<file path="src/inc/pci_pkg.sv">
/*
 * Constants, types and helper functions for the protected command interface.
 * Assumes a register request port that carries one Modbus register access per
 * cycle, with a flag on the last word of a multiple-register write.
 */
// What this block does
// - Malformed or unauthorised commands report an error and change no configuration.
// - The hardware lock is checked before, and overrides, the password check.
// - Four profiles are kept: administrator, services, engineer, operator, each with a password.
// - Intrusive commands run only if the password matches an allowed profile.
// - Non-intrusive commands run with no password and ignore the lock.
// - A password is four characters from 0-9, a-z or A-Z.
// - A password changes with its own current password or the administrator's.
// - Default passwords are 0x30303030, 0x31313131, 0x32323232 and 0x33333333.
// - Intrusive commands need the lock pin open, or unlocked config on drawout variant.
// - Each command is identified by a numeric code; 904 opens the breaker.
// - The status register holds 0x0003 while a command executes.
// - The executed command code is published in the last-command register.
// - Status low byte is zero on success, else an error; 1 means bad password.
// - A command resent while one runs aborts the first instance.
// - Writing the command code register triggers execution with the following parameters.
// - On failure the status high byte carries the reporting module address.
`default_nettype none

package pci_pkg;

    // -------------------------------------------------------------------------
    // Timing
    // -------------------------------------------------------------------------
    localparam int         CLK_PERIOD_NS = 8;
    localparam int         EXEC_TIME_NS  = 1000;
    localparam int         EXEC_CYCLES   = (EXEC_TIME_NS + CLK_PERIOD_NS - 1) / CLK_PERIOD_NS;
    localparam logic [7:0] EXEC_LAST     = 8'(EXEC_CYCLES - 1);

    // -------------------------------------------------------------------------
    // Register map
    // -------------------------------------------------------------------------
    localparam logic [15:0] ADDR_CMD       = 16'h1f40;
    localparam logic [15:0] ADDR_BUF_END   = 16'h1f53;
    localparam logic [15:0] ADDR_LAST      = 16'h1f54;
    localparam logic [15:0] ADDR_STATUS    = 16'h1f55;
    localparam logic [15:0] ADDR_DBUF_SIZE = 16'h1f56;
    localparam int          BUF_WORDS      = 20;

    typedef logic [4:0] pci_idx_t;
    localparam pci_idx_t IDX_CODE  = 5'h00;
    localparam pci_idx_t IDX_LEN   = 5'h01;
    localparam pci_idx_t IDX_SEC   = 5'h03;
    localparam pci_idx_t IDX_PW_HI = 5'h04;
    localparam pci_idx_t IDX_PW_LO = 5'h05;
    localparam pci_idx_t IDX_ARG0  = 5'h06;
    localparam pci_idx_t IDX_ARG1  = 5'h07;
    localparam pci_idx_t IDX_ARG2  = 5'h08;
    localparam pci_idx_t IDX_RSV0  = 5'h10;
    localparam pci_idx_t IDX_RSV1  = 5'h11;
    localparam pci_idx_t IDX_RSV2  = 5'h12;
    localparam pci_idx_t IDX_RSV3  = 5'h13;

    localparam logic [15:0] PLEN_MIN  = 16'h000a;
    localparam logic [15:0] PLEN_MAX  = 16'h001e;
    localparam logic [15:0] SEC_OPEN  = 16'h0000;
    localparam logic [15:0] SEC_PW    = 16'h0001;
    localparam logic [15:0] RSV0_VAL  = 16'h0000;
    localparam logic [15:0] RSV1_VAL  = 16'h1f53;
    localparam logic [15:0] RSV2_VAL  = 16'h1f54;
    localparam logic [15:0] RSV3_VAL  = 16'h1f55;

    // -------------------------------------------------------------------------
    // Status and error codes
    // -------------------------------------------------------------------------
    localparam logic [15:0] STATUS_IDLE = 16'h0000;
    localparam logic [15:0] STATUS_BUSY = 16'h0003;
    localparam logic [7:0]  ERR_NONE    = 8'h00;
    localparam logic [7:0]  ERR_PASSWD  = 8'h01;
    localparam logic [7:0]  ERR_FORMAT  = 8'h0c;
    localparam logic [7:0]  ERR_UNKNOWN = 8'h0d;
    localparam logic [7:0]  ERR_LOCKED  = 8'h0e;

    // -------------------------------------------------------------------------
    // Profiles and passwords
    // -------------------------------------------------------------------------
    localparam logic [1:0] PROF_ADMIN = 2'h0;
    localparam logic [3:0] PROF_ALL   = 4'hf;
    localparam logic [3:0][31:0] PW_DEFAULTS = {32'h33333333, 32'h32323232,
                                                32'h31313131, 32'h30303030};

    // -------------------------------------------------------------------------
    // Command codes
    // -------------------------------------------------------------------------
    localparam logic [15:0] CMD_OPEN_BREAKER  = 16'h0388;
    localparam logic [15:0] CMD_CLOSE_BREAKER = 16'h0389;
    localparam logic [15:0] CMD_SET_PASSWORD  = 16'h0bb8;
    localparam logic [15:0] CMD_READ_STATE    = 16'h0001;

    typedef enum logic [1:0] {ST_IDLE, ST_CHECK, ST_BUSY} pci_state_e;

    typedef struct packed {
        logic       known;
        logic       intrusive;
        logic [3:0] profiles;
    } pci_cmd_s;

    typedef struct packed {
        logic        valid;
        logic        write;
        logic        last;
        logic [15:0] addr;
        logic [15:0] data;
    } pci_req_s;

    typedef struct packed {
        logic        valid;
        logic        err;
        logic [15:0] data;
    } pci_rsp_s;

    function automatic pci_cmd_s cmd_lookup(input logic [15:0] code);
        pci_cmd_s c;
        c = '{known: 1'b0, intrusive: 1'b0, profiles: 4'h0};
        unique case (code)
            CMD_OPEN_BREAKER:  c = '{known: 1'b1, intrusive: 1'b1, profiles: 4'hd};
            CMD_CLOSE_BREAKER: c = '{known: 1'b1, intrusive: 1'b1, profiles: 4'hd};
            CMD_SET_PASSWORD:  c = '{known: 1'b1, intrusive: 1'b1, profiles: PROF_ALL};
            CMD_READ_STATE:    c = '{known: 1'b1, intrusive: 1'b0, profiles: 4'h0};
            default:           c = '{known: 1'b0, intrusive: 1'b0, profiles: 4'h0};
        endcase
        return c;
    endfunction

    function automatic logic pw_char_ok(input logic [7:0] ch);
        return (ch >= 8'h30 && ch <= 8'h39) || (ch >= 8'h41 && ch <= 8'h5a) ||
               (ch >= 8'h61 && ch <= 8'h7a);
    endfunction

    function automatic logic pw_format_ok(input logic [31:0] pw);
        return pw_char_ok(pw[31:24]) && pw_char_ok(pw[23:16]) &&
               pw_char_ok(pw[15:8]) && pw_char_ok(pw[7:0]);
    endfunction

endpackage

`default_nettype wire

</file>
<file path="src/rtl/pci_cmd_if.sv">
/*
 * Protected command interpreter: command buffer, checks, execution and status.
 * Assumes one register access per cycle on req_in, last set on the final word
 * of a multiple-register write, and lock inputs synchronous to the clock.
 */
`timescale 1ns/1ps
`default_nettype none

module pci_cmd_if
    import pci_pkg::*;
#(
    parameter logic [7:0] MODULE_ADDR = 8'h01
)(
    input  wire  logic        ref_clk_in,
    input  wire  logic        sys_rst_in,
    input  wire  pci_req_s    req_in,
    output pci_rsp_s          rsp_out,
    input  wire  logic        lock_open_in,
    input  wire  logic        drawout_variant_in,
    input  wire  logic        intrusive_unlocked_in,
    output logic              busy_out,
    output logic              exec_valid_out,
    output logic       [15:0] exec_code_out,
    output logic       [15:0] exec_arg_out
);

    // -------------------------------------------------------------------------
    // Register access decode
    // -------------------------------------------------------------------------
    logic [BUF_WORDS-1:0][15:0] buf_ff;
    logic [15:0]      last_ff, status_ff, code_ff, arg_ff;
    logic [31:0]      newpw_ff;
    logic [1:0]       tgt_ff;
    logic             setpw_ff, cmd_seen_ff, exec_ff;
    logic [7:0]       cnt_ff;
    pci_state_e       state_ff, nxt_state;
    pci_rsp_s         rsp_ff;
    logic [3:0][31:0] pw_all;

    wire       wr       = req_in.valid & req_in.write;
    wire       in_buf   = req_in.addr >= ADDR_CMD && req_in.addr <= ADDR_BUF_END;
    wire       pci_idx_t idx = pci_idx_t'(req_in.addr - ADDR_CMD);
    wire       buf_wr   = wr & in_buf;
    wire       wr_cmd   = wr & (req_in.addr == ADDR_CMD);
    // The trigger waits for the end of the frame so that all parameters are in.
    wire       trig     = wr & req_in.last & (cmd_seen_ff | wr_cmd);
    wire       mapped   = in_buf || req_in.addr == ADDR_LAST ||
                          req_in.addr == ADDR_STATUS || req_in.addr == ADDR_DBUF_SIZE;
    wire [15:0] rd_word = in_buf ? buf_ff[idx] :
                          req_in.addr == ADDR_LAST   ? last_ff :
                          req_in.addr == ADDR_STATUS ? status_ff : 16'h0000;

    // -------------------------------------------------------------------------
    // Command checks
    // -------------------------------------------------------------------------
    wire pci_cmd_s cmd    = cmd_lookup(buf_ff[IDX_CODE]);
    wire        is_setpw  = buf_ff[IDX_CODE] == CMD_SET_PASSWORD;
    wire [31:0] pw_sup    = {buf_ff[IDX_PW_HI], buf_ff[IDX_PW_LO]};
    wire [31:0] pw_new    = {buf_ff[IDX_ARG1], buf_ff[IDX_ARG2]};
    wire [1:0]  tgt       = buf_ff[IDX_ARG0][1:0];
    wire [15:0] sec_need  = cmd.intrusive ? SEC_PW : SEC_OPEN;
    wire fmt_ok = buf_ff[IDX_LEN] >= PLEN_MIN && buf_ff[IDX_LEN] <= PLEN_MAX &&
                  buf_ff[IDX_SEC] == sec_need &&
                  buf_ff[IDX_RSV0] == RSV0_VAL && buf_ff[IDX_RSV1] == RSV1_VAL &&
                  buf_ff[IDX_RSV2] == RSV2_VAL && buf_ff[IDX_RSV3] == RSV3_VAL;
    // The drawout variant has no locking pad, so its configuration bit stands in.
    wire lock_ok = drawout_variant_in ? intrusive_unlocked_in : lock_open_in;
    // Full 32-bit compares: a partial match must never pass.
    wire [3:0] pw_match = {pw_all[3] == pw_sup, pw_all[2] == pw_sup,
                           pw_all[1] == pw_sup, pw_all[0] == pw_sup};
    wire prof_ok  = |(cmd.profiles & pw_match);
    wire setpw_ok = pw_match[tgt] | pw_match[PROF_ADMIN];
    wire auth_ok  = is_setpw ? setpw_ok : prof_ok;
    // Lock is tested ahead of the password so hardware always decides.
    wire [7:0] chk_err = !cmd.known                  ? ERR_UNKNOWN :
                         !fmt_ok                     ? ERR_FORMAT  :
                         cmd.intrusive && !lock_ok   ? ERR_LOCKED  :
                         cmd.intrusive && !auth_ok   ? ERR_PASSWD  :
                         is_setpw && !pw_format_ok(pw_new) ? ERR_FORMAT : ERR_NONE;
    wire done    = state_ff == ST_BUSY && cnt_ff == EXEC_LAST && !trig;
    wire chk_bad = state_ff == ST_CHECK && !trig && chk_err != ERR_NONE;
    wire chk_go  = state_ff == ST_CHECK && !trig && chk_err == ERR_NONE;

    // -------------------------------------------------------------------------
    // Sequencer
    // -------------------------------------------------------------------------
    always_comb begin
        nxt_state = state_ff;
        unique case (state_ff)
            ST_IDLE:  if (trig) nxt_state = ST_CHECK;
            ST_CHECK: nxt_state = trig ? ST_CHECK : (chk_bad ? ST_IDLE : ST_BUSY);
            // A resend restarts the check and drops the running instance.
            ST_BUSY:  nxt_state = trig ? ST_CHECK : (done ? ST_IDLE : ST_BUSY);
            default:  nxt_state = ST_IDLE;
        endcase
    end

    always_ff @(posedge ref_clk_in) begin
        if (sys_rst_in) begin
            buf_ff           <= '0;
            buf_ff[IDX_RSV1] <= RSV1_VAL;
            buf_ff[IDX_RSV2] <= RSV2_VAL;
            buf_ff[IDX_RSV3] <= RSV3_VAL;
            cmd_seen_ff      <= 1'b0;
        end else begin
            if (buf_wr) buf_ff[idx] <= req_in.data;
            if (wr) cmd_seen_ff <= wr_cmd & ~req_in.last | cmd_seen_ff & ~req_in.last;
        end
    end

    always_ff @(posedge ref_clk_in) begin
        if (sys_rst_in) begin
            state_ff <= ST_IDLE;
            cnt_ff   <= 8'h00;
        end else begin
            state_ff <= nxt_state;
            cnt_ff   <= (state_ff == ST_BUSY && !trig) ? cnt_ff + 8'h01 : 8'h00;
        end
    end

    always_ff @(posedge ref_clk_in) begin
        if (sys_rst_in) begin
            code_ff  <= 16'h0000;
            arg_ff   <= 16'h0000;
            newpw_ff <= 32'h00000000;
            tgt_ff   <= 2'h0;
            setpw_ff <= 1'b0;
        end else if (chk_go) begin
            code_ff  <= buf_ff[IDX_CODE];
            arg_ff   <= buf_ff[IDX_ARG0];
            newpw_ff <= pw_new;
            tgt_ff   <= tgt;
            setpw_ff <= is_setpw;
        end
    end

    always_ff @(posedge ref_clk_in) begin
        if (sys_rst_in) begin
            status_ff <= STATUS_IDLE;
            last_ff   <= 16'h0000;
            exec_ff   <= 1'b0;
        end else begin
            exec_ff <= done;
            if (trig) begin
                status_ff <= STATUS_BUSY;
            end else if (chk_bad) begin
                status_ff <= {MODULE_ADDR, chk_err};
                last_ff   <= buf_ff[IDX_CODE];
            end else if (done) begin
                status_ff <= STATUS_IDLE;
                last_ff   <= code_ff;
            end
        end
    end

    always_ff @(posedge ref_clk_in) begin
        if (sys_rst_in) begin
            rsp_ff <= '0;
        end else begin
            rsp_ff.valid <= req_in.valid;
            rsp_ff.err   <= req_in.valid & (!mapped | (req_in.write & !in_buf));
            rsp_ff.data  <= (req_in.valid & !req_in.write) ? rd_word : 16'h0000;
        end
    end

    // Passwords only move on a completed, authorised change.
    pci_pw_store u_store (
        .ref_clk_in (ref_clk_in),
        .sys_rst_in (sys_rst_in),
        .wr_en_in   (done & setpw_ff),
        .wr_idx_in  (tgt_ff),
        .wr_pw_in   (newpw_ff),
        .pw_all_out (pw_all)
    );

    assign rsp_out        = rsp_ff;
    assign busy_out       = state_ff != ST_IDLE;
    assign exec_valid_out = exec_ff;
    assign exec_code_out  = last_ff;
    assign exec_arg_out   = arg_ff;

    logic [7:0] busy_age_ff;
    always_ff @(posedge ref_clk_in) begin
        if (sys_rst_in) busy_age_ff <= 8'h00;
        else busy_age_ff <= (state_ff == ST_BUSY && !trig) ? busy_age_ff + 8'h01 : 8'h00;
    end
endmodule // pci_cmd_if

`default_nettype wire

</file>
<file path="src/rtl/pci_pw_store.sv">
/*
 * Password store for the four user profiles.
 * Assumes the caller has already authorised and format-checked any write.
 */
`timescale 1ns/1ps
`default_nettype none

module pci_pw_store
    import pci_pkg::*;
(
    input  wire  logic             ref_clk_in,
    input  wire  logic             sys_rst_in,
    input  wire  logic             wr_en_in,
    input  wire  logic [1:0]       wr_idx_in,
    input  wire  logic [31:0]      wr_pw_in,
    output logic       [3:0][31:0] pw_all_out
);

    logic [3:0][31:0] pw_ff;

    // One slot per profile, factory values on reset.
    always_ff @(posedge ref_clk_in) begin
        if (sys_rst_in) begin
            pw_ff <= PW_DEFAULTS;
        end else if (wr_en_in) begin
            pw_ff[wr_idx_in] <= wr_pw_in;
        end
    end

    assign pw_all_out = pw_ff;

endmodule // pci_pw_store

`default_nettype wire
</file>
<file path="config.mk">
export PLATFORM = sky130hd
export DESIGN_NAME = pci_cmd_if
export DESIGN_NICKNAME = d
export VERILOG_FILES = /design/src/inc/pci_pkg.sv /design/src/rtl/pci_cmd_if.sv /design/src/rtl/pci_pw_store.sv
export SDC_FILE = /design/constraint.sdc
export NUM_CORES = 1
export LEC_CHECK = 0
export ABC_AREA = 0
export BUFFER_PORTS_ARGS = -buffer_cell sky130_fd_sc_hd__buf_2
export CAP_MARGIN = 20
export CORE_ASPECT_RATIO = 2
export CORE_MARGIN = 2
export CORE_UTILIZATION = 65
export DETAILED_ROUTE_END_ITERATION = 7
export PLACE_DENSITY = 0.83
export RECOVER_POWER = 50
export SLEW_MARGIN = 15
export SYNTH_ARGS = -nofsm -noshare
export SYNTH_HDL_FRONTEND = slang
export SYNTH_SLANG_ARGS = --single-unit
</file>
<file path="constraint.sdc">
create_clock -name ref_clk_in -period 5.45 [get_ports ref_clk_in]
set_input_delay 0.545 -clock ref_clk_in [delete_from_list [all_inputs] [get_ports ref_clk_in]]
set_output_delay 0.545 -clock ref_clk_in [all_outputs]
set_load 0.005 [all_outputs]
</file>
# Word-level counts from Yosys, hierarchy flattened
# Index checks and enable logic that the tools add are counted.
[classes]
n_addsub = 2
order_cmp = 33
eq_ne = 20
muxes = 33
n_bitwise = 20
reduce_logical = 64
[ops]
columns = ["op", "n"]
rows = [
  ["bitwise mux 320 bit", 1],
  ["bitwise mux 128 bit", 1],
  ["== test 32 bit", 4],
  ["== test 16 x 13 -> 1 bit, second input constant", 7],
  ["2-to-1 mux 16 bit", 6],
  ["binary-select mux 16 bit (select 5 bit)", 1],
  ["demux 16 bit (select 5 bit)", 1],
  ["demux 32 bit (select 2 bit)", 1],
  ["greater-or-equal comparator 8 x 7 -> 1 bit, second input constant", 8],
  ["less-or-equal comparator 8 x 7 -> 1 bit, second input constant", 8],
  ["logical AND 1 bit", 33],
  ["== test 16 x 10 -> 1 bit, second input constant", 2],
  ["greater-or-equal comparator 8 x 6 -> 1 bit, second input constant", 4],
  ["less-or-equal comparator 8 x 6 -> 1 bit, second input constant", 4],
  ["2-to-1 mux 32 bit", 1],
  ["2-to-1 mux 9 bit", 3],
  ["2-to-1 mux 4 bit", 5],
  ["one-hot mux 6 bit (3 select lines)", 1],
  ["== test 16 x 1 -> 1 bit", 1],
  ["== test 16 x 1 -> 1 bit, second input constant", 1],
  ["== test 16 x 12 -> 1 bit, second input constant", 1],
  ["greater-or-equal comparator 16 x 13 -> 1 bit, second input constant", 1],
  ["greater-or-equal comparator 16 x 4 -> 1 bit, second input constant", 1],
  ["less-or-equal comparator 16 x 13 -> 1 bit, second input constant", 1],
  ["other kinds (30)", 75],
]
[word_totals]
reg_bits = 570
input_bits = 40
output_inout_bits = 52
elab_cells = 211

# Longest topological paths before layout
[logic_depth]
word_depth = 19
ltp_mapped = 13
depth_no_buf = 8

# Hierarchy
# A second synthesis with hierarchy kept.
[unflattened]
cells_unflattened = 2617
hier_area_um2 = 25750.9
[modules_own_cells]
columns = ["mod", "n_inst", "cells_each", "area_each_um2", "seq_area_each_um2"]
rows = [
  ["pci_cmd_if", 1, 2154, 20739.9, 8708.4],
  ["pci_pw_store", 1, 463, 5011.1, 2562.5],
]

# Least setup slack after synthesis
# Ideal clock, no wire load.
[synth_path]
kind = "flip-flop to flip-flop"
start = "register buf_ff[12] (netlist name)"
end = "register last_ff[10] (netlist: exec_code_out[10])"
setup_time_ps = 143
t_arrival_ps = 2790
t_required_ps = 5307
path_slack_ps = 2517
path_stages_with_launch = 11
n_path_buf = 2
synth_period_minus_slack_ps = 2933
path_cell_list = "dfxtp_1 or4_4 nor3_2 o21a_2 mux2_2 or4_1 nor3_2 nand2b_1 buf_4 buf_6 a211oi_2"
[synth_via]
elab_chain_len = 16
elab_cells_between_ends = 30
cone_classes = "eq/ne (5); mux (9); bitwise (1); reduce/logical (15)"
[synth_lines]
columns = ["item", "line", "text"]
rows = [
  ["start, declared", "pci_cmd_if.sv:30", "logic [BUF_WORDS-1:0][15:0] buf_ff;"],
  ["start signal, assigned by index", "pci_cmd_if.sv:106", "if (buf_wr) buf_ff[idx] <= req_in.data;"],
  ["== test 16 x 10 -> 1 bit", "pci_pkg.sv:120", "unique case (code)"],
  ["OR reduction 2 bit (no source line)", "n/a", ""],
  ["one-hot mux 6 bit (3 select lines)", "pci_pkg.sv:120", ""],
  ["bitwise AND 4 bit / 2-to-1 mux 1 bit (equally long branches)", "pci_cmd_if.sv:71, pci_cmd_if.sv:61", ""],
  ["OR reduction 4 bit / == test 16 x 1 -> 1 bit (equally long branches)", "pci_cmd_if.sv:71, pci_cmd_if.sv:63", ""],
  ["2-to-1 mux 1 bit / logical AND 1 bit (equally long branches)", "pci_cmd_if.sv:73, pci_cmd_if.sv:62", ""],
  ["logical NOT 1 bit / logical AND 1 bit (equally long branches)", "pci_cmd_if.sv:78, pci_cmd_if.sv:63", ""],
  ["logical AND 1 bit (on tied branches)", "pci_cmd_if.sv:78, pci_cmd_if.sv:64", ""],
  ["2-to-1 mux 4 bit / logical AND 1 bit (equally long branches)", "pci_cmd_if.sv:78, pci_cmd_if.sv:64", ""],
  ["2-to-1 mux 4 bit / logical AND 1 bit (equally long branches)", "pci_cmd_if.sv:77, pci_cmd_if.sv:65", ""],
  ["2-to-1 mux 4 bit", "pci_cmd_if.sv:76", "!fmt_ok ? ERR_FORMAT :"],
  ["2-to-1 mux 4 bit (*)", "pci_cmd_if.sv:75", "wire [7:0] chk_err = !cmd.known ? ERR_UNKNOWN :"],
  ["nonzero test 8 bit (*)", "pci_cmd_if.sv:81", "wire chk_bad = state_ff == ST_CHECK && !trig && chk_err != ERR_NONE;"],
  ["logical AND 1 bit (*)", "pci_cmd_if.sv:81", ""],
  ["nonzero test 2 bit (no source line)", "n/a", ""],
  ["AND reduction 2 bit (no source line)", "n/a", ""],
  ["end signal, assigned", "pci_cmd_if.sv:148", "last_ff <= buf_ff[IDX_CODE];"],
  ["end signal, assigned", "pci_cmd_if.sv:151", "last_ff <= code_ff;"],
  ["end, declared", "pci_cmd_if.sv:31", "logic [15:0] last_ff, status_ff, code_ff, arg_ff;"],
]
# Mark *: on every way between the ends. The rest lies on a longest branch, timed or not.
# A chain may end at the register's enable or synchronous reset.

# Final worst setup path
[layout_path]
start = "input port req_in[16] (netlist name)"
end = "register last_ff[7] (netlist: exec_code_out[7])"
[layout_via]
elab_chain_len = 9
elab_cells_between_ends = 12
cone_classes = "eq/ne (1); mux (1); bitwise (4); reduce/logical (6)"
[layout_lines]
columns = ["item", "line", "text"]
rows = [
  ["start, declared", "pci_cmd_if.sv:16", "input wire pci_req_s req_in,"],
  ["== test 16 x 13 -> 1 bit (*)", "pci_cmd_if.sv:44", "wire wr_cmd = wr & (req_in.addr == ADDR_CMD);"],
  ["bitwise AND 1 bit (*)", "pci_cmd_if.sv:44", ""],
  ["OR 1 bit (*)", "pci_cmd_if.sv:46", "wire trig = wr & req_in.last & (cmd_seen_ff | wr_cmd);"],
  ["bitwise AND 1 bit (*)", "pci_cmd_if.sv:46", ""],
  ["logical NOT 1 bit", "n/a", ""],
  ["logical AND 1 bit (2 in a row)", "pci_cmd_if.sv:81", ""],
  ["nonzero test 2 bit (no source line)", "n/a", ""],
  ["AND reduction 2 bit (no source line)", "n/a", ""],
]
# Marked as above.

==> impl_metrics.ini <==
[clock_network]
cts_setup_buffers = 0
h-tree-depth = 2
clock_sinks = 563
root_buffer = clkbuf_16
cts.clk_slew.worst_paths_ns = 0.07
cts_tree = built
hold_buffers = 0
cts_made_buffers = 48
cts_buffer_depth = 3
cts_resized = 0
insertion_delay_ns = 0.61

[drt]
wl_met3_um = 9750
final_antenna_net_count = 0
viasPerCell = 6.59
drt_iter0_markers = 2287
drtPass1Iterations = 8
wire_per_inst_um = 28.6
route.met2.wl_um = 44200
drc = 0
routed_wl_um = 95000
wl_met1_um = 28800
route.vias.total = 21900
highest_layer = met5

[sta]
tns_ns = 0
maxSlewViolCount = 550
final-setup-viol-count = 0
rsz0062_at_grt = no
period_needed_ns = 4.81
worst_pin_slew_ns = 3.88
period_share = 0.883
finalClockSkew_ns = 0.0169
finalHoldViolations = 0
fmax_mhz = 208
relSlewSlack = -1.59

[placed_design]
place_area_um2 = 25800
portBuffers = 91
gp_congestion = 1.11
dp_cells = 3225
hpwl_um = 63700

[critical_path]
critPathBufInv = 2
reg2reg_to = exec_code_out[1]
cp_top_family = simple AND/OR/NAND/NOR gates
arrival_ns = 5.11
timing.rr.start = buf_ff[72]
start_kind = input pin
cpMaxStageDelayCell = o21ai_0
critPathLaunch = req_in[16]
reg2reg_slack_ns = 0.73
endpoint_kind = register
worstPathRequired_ns = 5.75
critical_path_depth = 8
crit_path_max_incr_delay_ns = 1.09
cp_max_fo = 42
r2r_cells = 9
endpoint = exec_code_out[7]
critPathKind = in2reg
path_cells = clkbuf_2 -> nor3_1 -> nor3b_1 -> clkbuf_2 -> o21ai_0 -> nand2_1 -> nor3_1 -> a211oi_2

[logic_synthesis]
synth_edf_count = 0
synth_cells = 2812
avgSynthCellArea_um2 = 9.01
synth.cell_area_um2 = 25300
synth_seq_cells = 563
yosysSeqAreaShare = 0.445
synth_flop_cell = dfxtp_1
synth_async_sr_flop_share = 0
ys_types = 68
syn-num-nets = 2854
synth_warnings = 0

[layout]
fin_util = 0.715
drive_above_1_share = 0.115
instances_no_fill = 3322
fin_nets = 2799
area_growth_pct = 8.80
final_area_um2 = 27600

[flow_run]
drv_cap = 4

[global_routing]
grt_overflow = 0
grt_pass1_wl_um = 140000
antenna_found_initial = 12
grt_max_degree = 259
grt_pass1_vias = 21700
grt.total_usage = 0.470

[die]
die_w_um = 144
ios = 92
rows = 102
die_y_um = 283
start_util = 0.658
dieArea_um2 = 40700
core_area_um2 = 38500

[power_and_ir_drop]
power.density_nw_per_um2 = 301
peakVddDrop_mv = 0.397
totalPowerFinal_mw = 8.31
p_leak_nw = 10.3

[worst_hold_path]
holdPathStages = 2
hold_path_class = in2reg

[outcome]
status = finished with violations
violations = capacitance limit, slew limit
[worst min path at each step]
stage,slack (ns),to,from
2_1_floorplan,0.43,code_ff[10],code_ff[10]
3_3_place_gp,0.44,buf_ff[201],buf_ff[201]
3_5_place_dp,0.44,code_ff[6],code_ff[6]
4_1_cts,0.28,rsp_out[17],req_in[34]
5_1_grt,0.25,rsp_out[17],req_in[34]
6_report,0.28,rsp_out[17],req_in[34]
[logic make-up (layout without fill, tap and decap cells)]
kind of cell	after synthesis	in the layout	synth area share
muxes	335	335	0.177
adders and majority gates	2	2	0.000987
xor gates and xnor gates	135	135	0.0467
DFF	563	563	0.445
and+or+nand+nor	1180	1180	0.213
AOI/OAI and AO/OA	343	343	0.0766
other	0	8	0
buffers and inverters	254	236	0.0411
[cells in the mapped netlist (6+ instances only)]
library cell	count	area, um^2
nor4_1	53	332
buf_2	26	130
nor4bb_1	7	70.1
or4_1	7	52.6
nor4b_1	14	123
inv_1	15	56.3
nand4_1	28	175
mux2i_1	242	2420
xor2_1	113	990
and3_1	6	37.5
nand2_1	594	2230
nand3_1	16	80.1
a211oi_2	9	113
nand2b_1	12	75.1
a21oi_1	246	1230
or2_2	7	43.8
o22ai_1	6	37.5
buf_4	9	67.6
buf_1	14	52.6
a22oi_1	9	67.6
clkbuf_1	187	702
nor2_1	283	1060
dfxtp_1	563	11300
and2_1	12	75.1
nor3_1	27	135
mux4_2	90	2030
o21ai_0	37	185
xnor2_1	22	193
nand3b_1	76	571
a211oi_1	9	67.6
[state kept, by name, indices dropped and copies added (netlist names)]
register            cells
exec_code_out          16
rsp_out                18
buf_ff                320
cmd_seen_ff             1
setpw_ff                1
exec_valid_out          1
exec_arg_out           16
status_ff               4
cnt_ff                  8
code_ff                16
u_store.pw_all_out    128
state_ff                2
newpw_ff               32
[worst register-to-register path: stages, from the launching register on]
cell and delay, ns:
dfxtp_1 0.49, xor2_1 0.31, nor4_1 0.79, nand4_1 0.73, o21bai_1 0.48, a2111oi_0 0.19
nor3_2 0.22, buf_4 0.27, nand2b_1 0.73, a211oi_1 0.19
[where the power goes]
group / internal, mW / switching (mW) / total, mW
Clock: 2.29 / 1.64 / 3.93
Sequential: 4.11 / 0.000228 / 4.11
Combinational: 0.0658 / 0.203 / 0.268
[per-layer routing]
| metal | vias up | GRT usage |
|---|---|---|
| met4 | 8 | 0.458 |
| met5 | - | 0.00251 |
| met2 | 1277 | 0.734 |
| met3 | 593 | 0.189 |
| met1 | 10500 | 0.457 |
| li1 | 9519 | - |
[stage by stage]
stage / hold WS (ns) / setup WS, ns
after floorplan: 0.430 / 2.52
after CTS: 0.283 / 1.57
final: 0.275 / 0.640
after global placement: 0.438 / 1.30
after global routing: 0.250 / 0.280
after detailed placement: 0.443 / 1.56
[area by class of cell]
cell class,count,area (um^2)
diodes,8,20.0
fillers,2977,11000
flip-flops and latches,563,11300
repair buffers,134,743
clock inverters,23,420
multi-input cells,1995,13100
clock buffers,64,1360
inverters,15,56.3
well taps,520,651
[layout by cell type (no fill, tap or decap), types with 10 or more instances in the layout]
cell type and n:
inv_1 15, nand2b_1 12, bufinv_16 11, o21ai_0 38, nand4_1 28, nor2_1 277
buf_2 65, dfxtp_1 563, xnor2_1 22, nor4_1 52, nand2_1 594, nor3_1 27
clkbuf_1 34, and2_1 10, a21oi_1 247, mux2i_1 242, nand3b_1 76, mux4_2 90
nand3_1 16, nor4b_1 15, clkbuf_16 50, xor2_1 113, buf_4 33
Note: power is estimated with default switching activity, not from simulation.
